<file path="src/shared_regfile_pkg.sv">
// Overview of operation
// - 256 byte file shared by program and master
// - File is 16 groups of 16 registers
// - Group pointer selects working group for short addresses
// - Window pointer places 16 master registers anywhere
// - Both sides read and write window registers
// - Four extra control/status registers, both sides access
// - Master cannot reach locations outside shared space
`default_nettype none
package shared_regfile_pkg;
  localparam int AddrW     = 8;
  localparam int DataW     = 8;
  localparam int GroupW    = 4;
  localparam int IdxW      = 4;
  localparam int CtlIdxW   = 2;
  localparam int CtlCount  = 4;
  localparam logic [AddrW-1:0] WinBaseRst = 8'h00;
  localparam logic [GroupW-1:0] GroupRst  = 4'h0;
  localparam logic [DataW-1:0] DataRst    = 8'h00;

  // Internal program access
  typedef struct packed {
    logic             rd;
    logic             wr;
    logic             shortForm;
    logic [AddrW-1:0] addr;
    logic [DataW-1:0] wdata;
  } progReq_t;

  // Master access: window index or control register
  typedef struct packed {
    logic               rd;
    logic               wr;
    logic               ctlSel;
    logic [IdxW-1:0]    idx;
    logic [DataW-1:0]   wdata;
  } mastReq_t;
endpackage
`default_nettype wire

</file>
<file path="src/ctl_byte.sv">
`default_nettype none
module ctl_byte
  import shared_regfile_pkg::*;
(
  input  wire logic             clk,
  input  wire logic             arst_n,
  input  wire logic             progWe,
  input  wire logic [DataW-1:0] progData,
  input  wire logic             mastWe,
  input  wire logic [DataW-1:0] mastData,
  output logic      [DataW-1:0] value
);
  logic [DataW-1:0] value_d;

  // Master write wins a same-cycle collision
  always_comb
  begin
    value_d = value;
    if (progWe)
      value_d = progData;
    if (mastWe)
      value_d = mastData;
  end

  always_ff @(posedge clk or negedge arst_n)
  begin
    if (!arst_n)
      value <= DataRst;
    else
      value <= value_d;
  end
endmodule
`default_nettype wire

</file>
<file path="src/shared_register_file_window.sv">
`default_nettype none
module shared_register_file_window
  import shared_regfile_pkg::*;
(
  input  wire logic             clk,
  input  wire logic             arst_n,
  input  wire progReq_t         progReq,
  input  wire logic             progCtlSel,
  input  wire logic             groupWe,
  input  wire logic [GroupW-1:0] groupIn,
  input  wire logic             winWe,
  input  wire logic [AddrW-1:0] winIn,
  input  wire logic             shareWe,
  input  wire logic [AddrW-1:0] shareAddr,
  input  wire logic             shareVal,
  input  wire mastReq_t         mastReq,
  output logic      [DataW-1:0] progRdata_q,
  output logic      [DataW-1:0] mastRdata_q,
  output logic                  mastDenied_q,
  output logic      [GroupW-1:0] groupPtr_q,
  output logic      [AddrW-1:0] winBase_q
);
  localparam int Depth = 1 << AddrW;

  logic [DataW-1:0] mem [Depth];
  logic [Depth-1:0] shared_q;
  logic [Depth-1:0] shared_d;
  logic [GroupW-1:0] groupPtr_d;
  logic [AddrW-1:0] winBase_d;
  logic [DataW-1:0] progRdata_d;
  logic [DataW-1:0] mastRdata_d;
  logic             mastDenied_d;
  logic [AddrW-1:0] progAddr;
  logic [AddrW-1:0] mastAddr;
  logic             mastOk;
  logic             mastMemWe;
  logic             progMemWe;
  logic [DataW-1:0] ctlVal [CtlCount];

  // Address formation
  always_comb
  begin
    progAddr = progReq.shortForm
             ? {groupPtr_q, progReq.addr[IdxW-1:0]}
             : progReq.addr;
    mastAddr = winBase_q + AddrW'(mastReq.idx);
    mastOk   = shared_q[mastAddr];
    mastMemWe = mastReq.wr && !mastReq.ctlSel && mastOk;
    progMemWe = progReq.wr && !progCtlSel;
  end

  // Control registers for both sides
  for (genvar i = 0; i < CtlCount; i++)
  begin : g_ctl
    ctl_byte u_ctl (
      .clk      (clk),
      .arst_n   (arst_n),
      .progWe   (progReq.wr && progCtlSel && progReq.addr[CtlIdxW-1:0] == CtlIdxW'(i)),
      .progData (progReq.wdata),
      .mastWe   (mastReq.wr && mastReq.ctlSel && mastReq.idx[CtlIdxW-1:0] == CtlIdxW'(i)),
      .mastData (mastReq.wdata),
      .value    (ctlVal[i])
    );
  end

  // Next-state of pointers, share map, read data
  always_comb
  begin
    groupPtr_d   = groupWe ? groupIn : groupPtr_q;
    winBase_d    = winWe ? winIn : winBase_q;
    shared_d     = shared_q;
    if (shareWe)
      shared_d[shareAddr] = shareVal;
    progRdata_d  = progRdata_q;
    mastRdata_d  = mastRdata_q;
    mastDenied_d = 1'b0;
    if (progReq.rd)
      progRdata_d = progCtlSel ? ctlVal[progReq.addr[CtlIdxW-1:0]] : mem[progAddr];
    if (mastReq.rd || mastReq.wr)
    begin
      if (mastReq.ctlSel)
      begin
        if (mastReq.rd)
          mastRdata_d = ctlVal[mastReq.idx[CtlIdxW-1:0]];
      end
      else if (mastOk)
      begin
        if (mastReq.rd)
          mastRdata_d = mem[mastAddr];
      end
      else
      begin
        mastDenied_d = 1'b1;
        if (mastReq.rd)
          mastRdata_d = DataRst;
      end
    end
  end

  // Pointer, share map and read-data registers
  always_ff @(posedge clk or negedge arst_n)
  begin
    if (!arst_n)
    begin
      groupPtr_q   <= GroupRst;
      winBase_q    <= WinBaseRst;
      shared_q     <= '0;
      progRdata_q  <= DataRst;
      mastRdata_q  <= DataRst;
      mastDenied_q <= 1'b0;
    end
    else
    begin
      groupPtr_q   <= groupPtr_d;
      winBase_q    <= winBase_d;
      shared_q     <= shared_d;
      progRdata_q  <= progRdata_d;
      mastRdata_q  <= mastRdata_d;
      mastDenied_q <= mastDenied_d;
    end
  end

  // File storage; master write wins a collision
  always_ff @(posedge clk)
  begin
    if (progMemWe)
      mem[progAddr] <= progReq.wdata;
    if (mastMemWe)
      mem[mastAddr] <= mastReq.wdata;
  end

  // Refused master write raises the deny pulse
  chk_denied_nowrite: assert property (@(posedge clk) disable iff (!arst_n)
    (mastReq.wr && !mastReq.ctlSel && !mastOk)
      |=> mastDenied_q)
    else $error("protected master write not flagged");

  // Window read returns the byte at base plus index
  chk_window_read: assert property (@(posedge clk) disable iff (!arst_n)
    (mastReq.rd && !mastReq.ctlSel && mastOk && !progMemWe && !mastMemWe)
      |=> mastRdata_q == $past(mem[mastAddr]))
    else $error("window read mismatch");

  // Group pointer moves only on a load
  chk_group_hold: assert property (@(posedge clk) disable iff (!arst_n)
    !groupWe
      |=> $stable(groupPtr_q))
    else $error("group pointer moved");

  // Window base takes the loaded value
  chk_base_load: assert property (@(posedge clk) disable iff (!arst_n)
    winWe
      |=> winBase_q == $past(winIn))
    else $error("window base not loaded");

  // Legal master access is never refused
  chk_ok_nodeny: assert property (@(posedge clk) disable iff (!arst_n)
    ((mastReq.rd || mastReq.wr) && (mastReq.ctlSel || mastOk))
      |=> !mastDenied_q)
    else $error("legal access denied");

  // Master control write reads back on the next cycle
  chk_ctl_write: assert property (@(posedge clk) disable iff (!arst_n)
    (mastReq.wr && mastReq.ctlSel) ##1 (mastReq.rd && mastReq.ctlSel
      && mastReq.idx == $past(mastReq.idx) && !progReq.wr)
      |=> mastRdata_q == $past(mastReq.wdata, 2))
    else $error("control readback wrong");

  // Short form takes its group bits from the pointer
  chk_short_addr: assert property (@(posedge clk) disable iff (!arst_n)
    progReq.shortForm
      |-> progAddr[AddrW-1:IdxW] == groupPtr_q)
    else $error("short address group wrong");

  // No access, no deny pulse
  chk_deny_pulse: assert property (@(posedge clk) disable iff (!arst_n)
    !(mastReq.rd || mastReq.wr)
      |=> !mastDenied_q)
    else $error("spurious deny");

  // Refused master read returns zero with a deny pulse
  chk_denied_rdzero: assert property (@(posedge clk) disable iff (!arst_n)
    (mastReq.rd && !mastReq.ctlSel && !mastOk)
      |=> (mastRdata_q == DataRst) && mastDenied_q)
    else $error("refused read not zero");

  // Refused master write leaves the protected byte alone
  chk_prot_nowrite: assert property (@(posedge clk) disable iff (!arst_n)
    (mastReq.wr && !mastReq.ctlSel && !mastOk && !(progMemWe && progAddr == mastAddr))
      |=> mem[$past(mastAddr)] == $past(mem[mastAddr]))
    else $error("protected byte changed");

  // Accepted master write lands in the window byte
  chk_win_write: assert property (@(posedge clk) disable iff (!arst_n)
    (mastReq.wr && !mastReq.ctlSel && mastOk)
      |=> mem[$past(mastAddr)] == $past(mastReq.wdata))
    else $error("window write lost");

  // Program write lands unless the master wins the same byte
  chk_prog_write: assert property (@(posedge clk) disable iff (!arst_n)
    (progMemWe && !(mastMemWe && mastAddr == progAddr))
      |=> mem[$past(progAddr)] == $past(progReq.wdata))
    else $error("program write lost");

  // Program file read returns the addressed byte
  chk_prog_read: assert property (@(posedge clk) disable iff (!arst_n)
    (progReq.rd && !progCtlSel && !progMemWe && !mastMemWe)
      |=> progRdata_q == $past(mem[progAddr]))
    else $error("program read mismatch");

  // Group pointer takes the loaded value
  chk_group_load: assert property (@(posedge clk) disable iff (!arst_n)
    groupWe
      |=> groupPtr_q == $past(groupIn))
    else $error("group pointer not loaded");

  // Window base moves only on a load
  chk_base_hold: assert property (@(posedge clk) disable iff (!arst_n)
    !winWe
      |=> $stable(winBase_q))
    else $error("window base moved");

  // Share map bit follows the program's marking
  chk_share_set: assert property (@(posedge clk) disable iff (!arst_n)
    shareWe
      |=> shared_q[$past(shareAddr)] == $past(shareVal))
    else $error("share bit not set");

  // Program read data holds between reads
  chk_prog_hold: assert property (@(posedge clk) disable iff (!arst_n)
    !progReq.rd
      |=> $stable(progRdata_q))
    else $error("program read data moved");

  // Master read data holds between reads
  chk_mast_hold: assert property (@(posedge clk) disable iff (!arst_n)
    !mastReq.rd
      |=> $stable(mastRdata_q))
    else $error("master read data moved");

  // Program control read returns the control byte
  chk_ctl_progread: assert property (@(posedge clk) disable iff (!arst_n)
    (progReq.rd && progCtlSel)
      |=> progRdata_q == $past(ctlVal[progReq.addr[CtlIdxW-1:0]]))
    else $error("program control read wrong");

  // Master control read returns the control byte
  chk_ctl_mastread: assert property (@(posedge clk) disable iff (!arst_n)
    (mastReq.rd && mastReq.ctlSel)
      |=> mastRdata_q == $past(ctlVal[mastReq.idx[CtlIdxW-1:0]]))
    else $error("master control read wrong");
endmodule
`default_nettype wire

</file>
<file path="config.mk">
export PLATFORM = sky130hd
export DESIGN_NAME = shared_register_file_window
export DESIGN_NICKNAME = d
export VERILOG_FILES = /design/src/shared_regfile_pkg.sv /design/src/ctl_byte.sv /design/src/shared_register_file_window.sv
export SDC_FILE = /design/constraint.sdc
export NUM_CORES = 2
export LEC_CHECK = 0
export BUFFER_PORTS_ARGS = -buffer_cell sky130_fd_sc_hd__buf_2
export CAP_MARGIN = 5
export CORE_UTILIZATION = 45
export DETAILED_ROUTE_END_ITERATION = 12
export MAX_ROUTING_LAYER = met4
export PLACE_DENSITY = 0.59
export SLEW_MARGIN = 10
export SYNTH_ARGS = -nofsm -noshare
export SYNTH_HDL_FRONTEND = slang
export SYNTH_SLANG_ARGS = --single-unit
</file>
<file path="constraint.sdc">
create_clock -name clk -period 4.7 [get_ports clk]
set_input_delay 0.235 -clock clk [delete_from_list [all_inputs] [get_ports clk]]
set_output_delay 0.235 -clock clk [all_outputs]
set_load 0.03 [all_outputs]
</file>
==> results.py <==
metrics = {
    "outcome": {
        "status": "finished with violations",
        "violations": "negative setup slack",
    },
    "die": {
        "die_area_mm2": 0.319,
        "die_h_um": 565,
        "coreArea_mm2": 0.315,
        "dieWidth_um": 565,
        "start_util": 0.453,
        "num_rows": 206,
        "pin_count": 90,
    },
    "global_routing": {
        "grt_pass1_vias": 93900,
        "grt_max_degree": 147,
        "grt_use_met2": 0.511,
        "gr-usage-all-layers": 0.339,
        "grt_first_pass_wirelength_um": 743000,
        "use_met1": 0.445,
        "gr-usage-met3": 0.0590,
        "busiest_layer": "met2",
        "antenna_found_initial": 42,
        "globalRouteOverflowTotal": 0,
    },
    "pwr": {
        "peakVddDrop_uv": 336,
        "leakagePower_nw": 56.5,
        "power.density_mw_per_mm2": 359,
    },
    "placement": {
        "port_buffers": 89,
        "place_inst": 13300,
        "dp_hpwl_um": 350000,
        "dpl_cell_area_mm2": 0.154,
        "place_congestion": 0.946,
    },
    "min_path": {
        "min_path_type": "primary input to flip-flop",
        "hold_depth": 2,
        "hold_start": "mastReq[7]",
        "whs_endpoint": "mem[137][7]",
    },
    "clocking": {
        "clk_latency_ns": 0.93,
        "cts_tree": "yes",
        "clk_pin_slew_ns": 0.06,
        "clk_path_buf_depth": 4,
        "htreeDepth": 5,
        "cts_sinks": 2365,
        "root_buffer": "clkbuf_16",
        "numCtsBuffers": 280,
    },
    "drt": {
        "first_pass_iters": 6,
        "avgViaCountPerCell": 6.87,
        "drt_iter0_drc": 13000,
        "ant_nets": 0,
        "vias": 95900,
        "wire_per_inst_um": 38.2,
        "drc": 0,
        "routed_wl_um": 532000,
    },
    "synth": {
        "synth.distinct_cells": 79,
        "synth_cells": 9087,
        "synth_flop_cell": "edfxtp_1",
        "synth_edf_count": 2048,
        "synth_nets": 9153,
        "synth_seq_cells": 2365,
        "syn_area_mm2": 0.143,
        "synth_most_common_cell": "mux2_2",
        "syn_avg_cell_area_um2": 15.7,
        "synthArstFlopShare": 0.134,
        "synth.top_cell.area_share": 0.431,
        "synth_largest_area_cell": "edfxtp_1",
        "seq_area_frac_synth": 0.487,
        "yosys-top-cells-count": "mux2_2 (2097), edfxtp_1 (2048), mux4_2 (1315)",
        "synthTopCellsByArea": "edfxtp_1 (43%), mux4_2 (21%), mux2_2 (17%)",
        "yosys_warnings": 0,
    },
    "setup_path": {
        "r2r_cells": 15,
        "critPathCaptureType": "flip-flop",
        "regToRegSetupSlack_ns": -0.09,
        "worst_r2r_endpoint": "mem[167][2]",
        "start_kind": "flip-flop",
        "crit_type": "flip-flop to flip-flop",
        "worstPathRequired_ns": 5.32,
        "crit_fanout": 15,
        "arrival_ns": 5.41,
        "r2r_start": "winBase_q[0]",
    },
    "timing": {
        "max_freq_mhz": 209,
        "rsz0062_at_grt": "true",
        "hold_ws_ns": 0.0546,
        "finClkSkew_ns": 0.0641,
        "setup_ws_ns": -0.0898,
        "hold_violations": 0,
        "slew_violations": 0,
        "worst_pin_slew_ns": 1.25,
        "fin_setup_tns_ns": -4.93,
        "slew_headroom": 0.165,
        "setup_viol_count_final": 135,
        "fin_crit_sh": 1.02,
        "min_period_ns": 4.79,
    },
    "finish": {
        "final_nets": 9609,
        "final_cells": 14000,
        "drive_gt1_frac": 0.554,
        "multiInputGateArea_mm2": 0.0699,
        "area_growth_syn_to_layout_pct": 16.7,
        "post-route-util": 0.528,
        "stdcell_area_mm2": 0.166,
        "nFillCells": 25700,
        "seq_area_mm2": 0.0694,
    },
    "flow_run": {
        "cap_violations": 0,
    },
}
-- worst max-delay path: stages, from the launching register on --
cell	delay, ns
dfrtp_1	0.41
ha_4	0.18
fa_4	0.86
buf_4	0.23
buf_4	0.18
buf_12	0.19
buf_4	0.24
and3_1	0.22
buf_12	0.14
nand3_2	0.42
buf_4	0.35
nor2_2	0.31
buf_4	0.20
nand3_4	0.15
o21ai_0	0.15
buf_4	0.22
-- final cells by class --
type | count | area share
diodes | 37 | 0.000557
clock buffers | 341 | 0.0445
clock inverters | 156 | 0.00794
inverters | 10 | 0.000226
multi-input cells | 5644 | 0.420
flip-flops and latches | 2365 | 0.417
well taps | 4160 | 0.0313
repair buffers | 1242 | 0.0779
-- cell families after synthesis --
kind of cell	count (synthesis)	synth area share
xor+xnor	3	0.000290
mux	3670	0.393
flops	2365	0.487
simple gates	1335	0.0595
buf+inv	1105	0.0340
compound gates	604	0.0253
fa+ha+maj	5	0.000491
-- state kept, by name (all words and copies together), names as in the netlist --
register / flops
mem: 2048
shared_q: 256
g_ctl.u_ctl.value: 32
mastRdata_q: 8
progRdata_q: 8
winBase_q: 8
groupPtr_q: 4
mastDenied_q: 1
-- cell usage in the layout, fill, tap and decap left out, types with 51 or more instances in the layout --
| master | n |
|---|---|
| edfxtp_1 | 2048 |
| mux2_2 | 2011 |
| mux4_2 | 1315 |
| buf_4 | 802 |
| nand2_1 | 574 |
| dfrtp_1 | 317 |
| clkbuf_16 | 296 |
| o21ai_0 | 233 |
| buf_12 | 224 |
| mux2_1 | 185 |
| nand3_4 | 179 |
| nor2_1 | 159 |
| nand3_1 | 158 |
| mux2_4 | 119 |
| a21oi_1 | 99 |
| buf_2 | 67 |
| clkinv_1 | 54 |
| dlygate4sd3_1 | 52 |
| clkinv_2 | 51 |
-- routing by layer --
metal,up-vias,wire (um)
met1,50800,202000
li1,37700,-
met2,6148,244000
met4,0,31200
met5,-,0
met3,1206,54800
-- where the power goes --
group / switching, mW / leakage [nW] / internal [mW]
Combinational: 8.86 / 29.6 / 6.14
Sequential: 0.175 / 22.6 / 23.1
Clock: 9.35 / 4.27 / 12.1
Total: 18.4 / 56.5 / 41.3
-- how the worst max path moves through the flow --
stage                       startpoint              to  slack [ns]
after floorplan           winBase_q[0]      mem[83][0]        0.26
after global placement    winBase_q[0]  mastRdata_q[7]       -0.48
after detailed placement  winBase_q[0]  mastRdata_q[7]       -0.41
after CTS                 winBase_q[0]      mem[15][7]       -0.06
after global routing      winBase_q[0]     mem[134][7]       -0.12
final                     winBase_q[0]     mem[167][2]       -0.09
-- metrics by stage --
| stage | total power, mW | setup WS, ns |
|---|---|---|
| 2_1_floorplan | 31.4 | 0.262 |
| 3_3_place_gp | 37.0 | -0.476 |
| 3_5_place_dp | 37.2 | -0.413 |
| 4_1_cts | 58.9 | -0.0648 |
| 5_1_grt | 60.9 | -0.121 |
| 6_report | 59.7 | -0.0898 |
-- what timing repair did --
| action | 4_1_cts | 5_1_grt |
|---|---|---|
| cloned | 19 | 24 |
| setup buffers | 21 | 36 |
| hold buffers | 53 | 0 |
| hold endpoints to repair | 336 | 0 |
| endpoints found under the setup margin | 1094 | 2633 |
| resized for setup | 64 | 273 |
| pin swaps | 8 | 21 |
(Power assumes the default switching activity.)
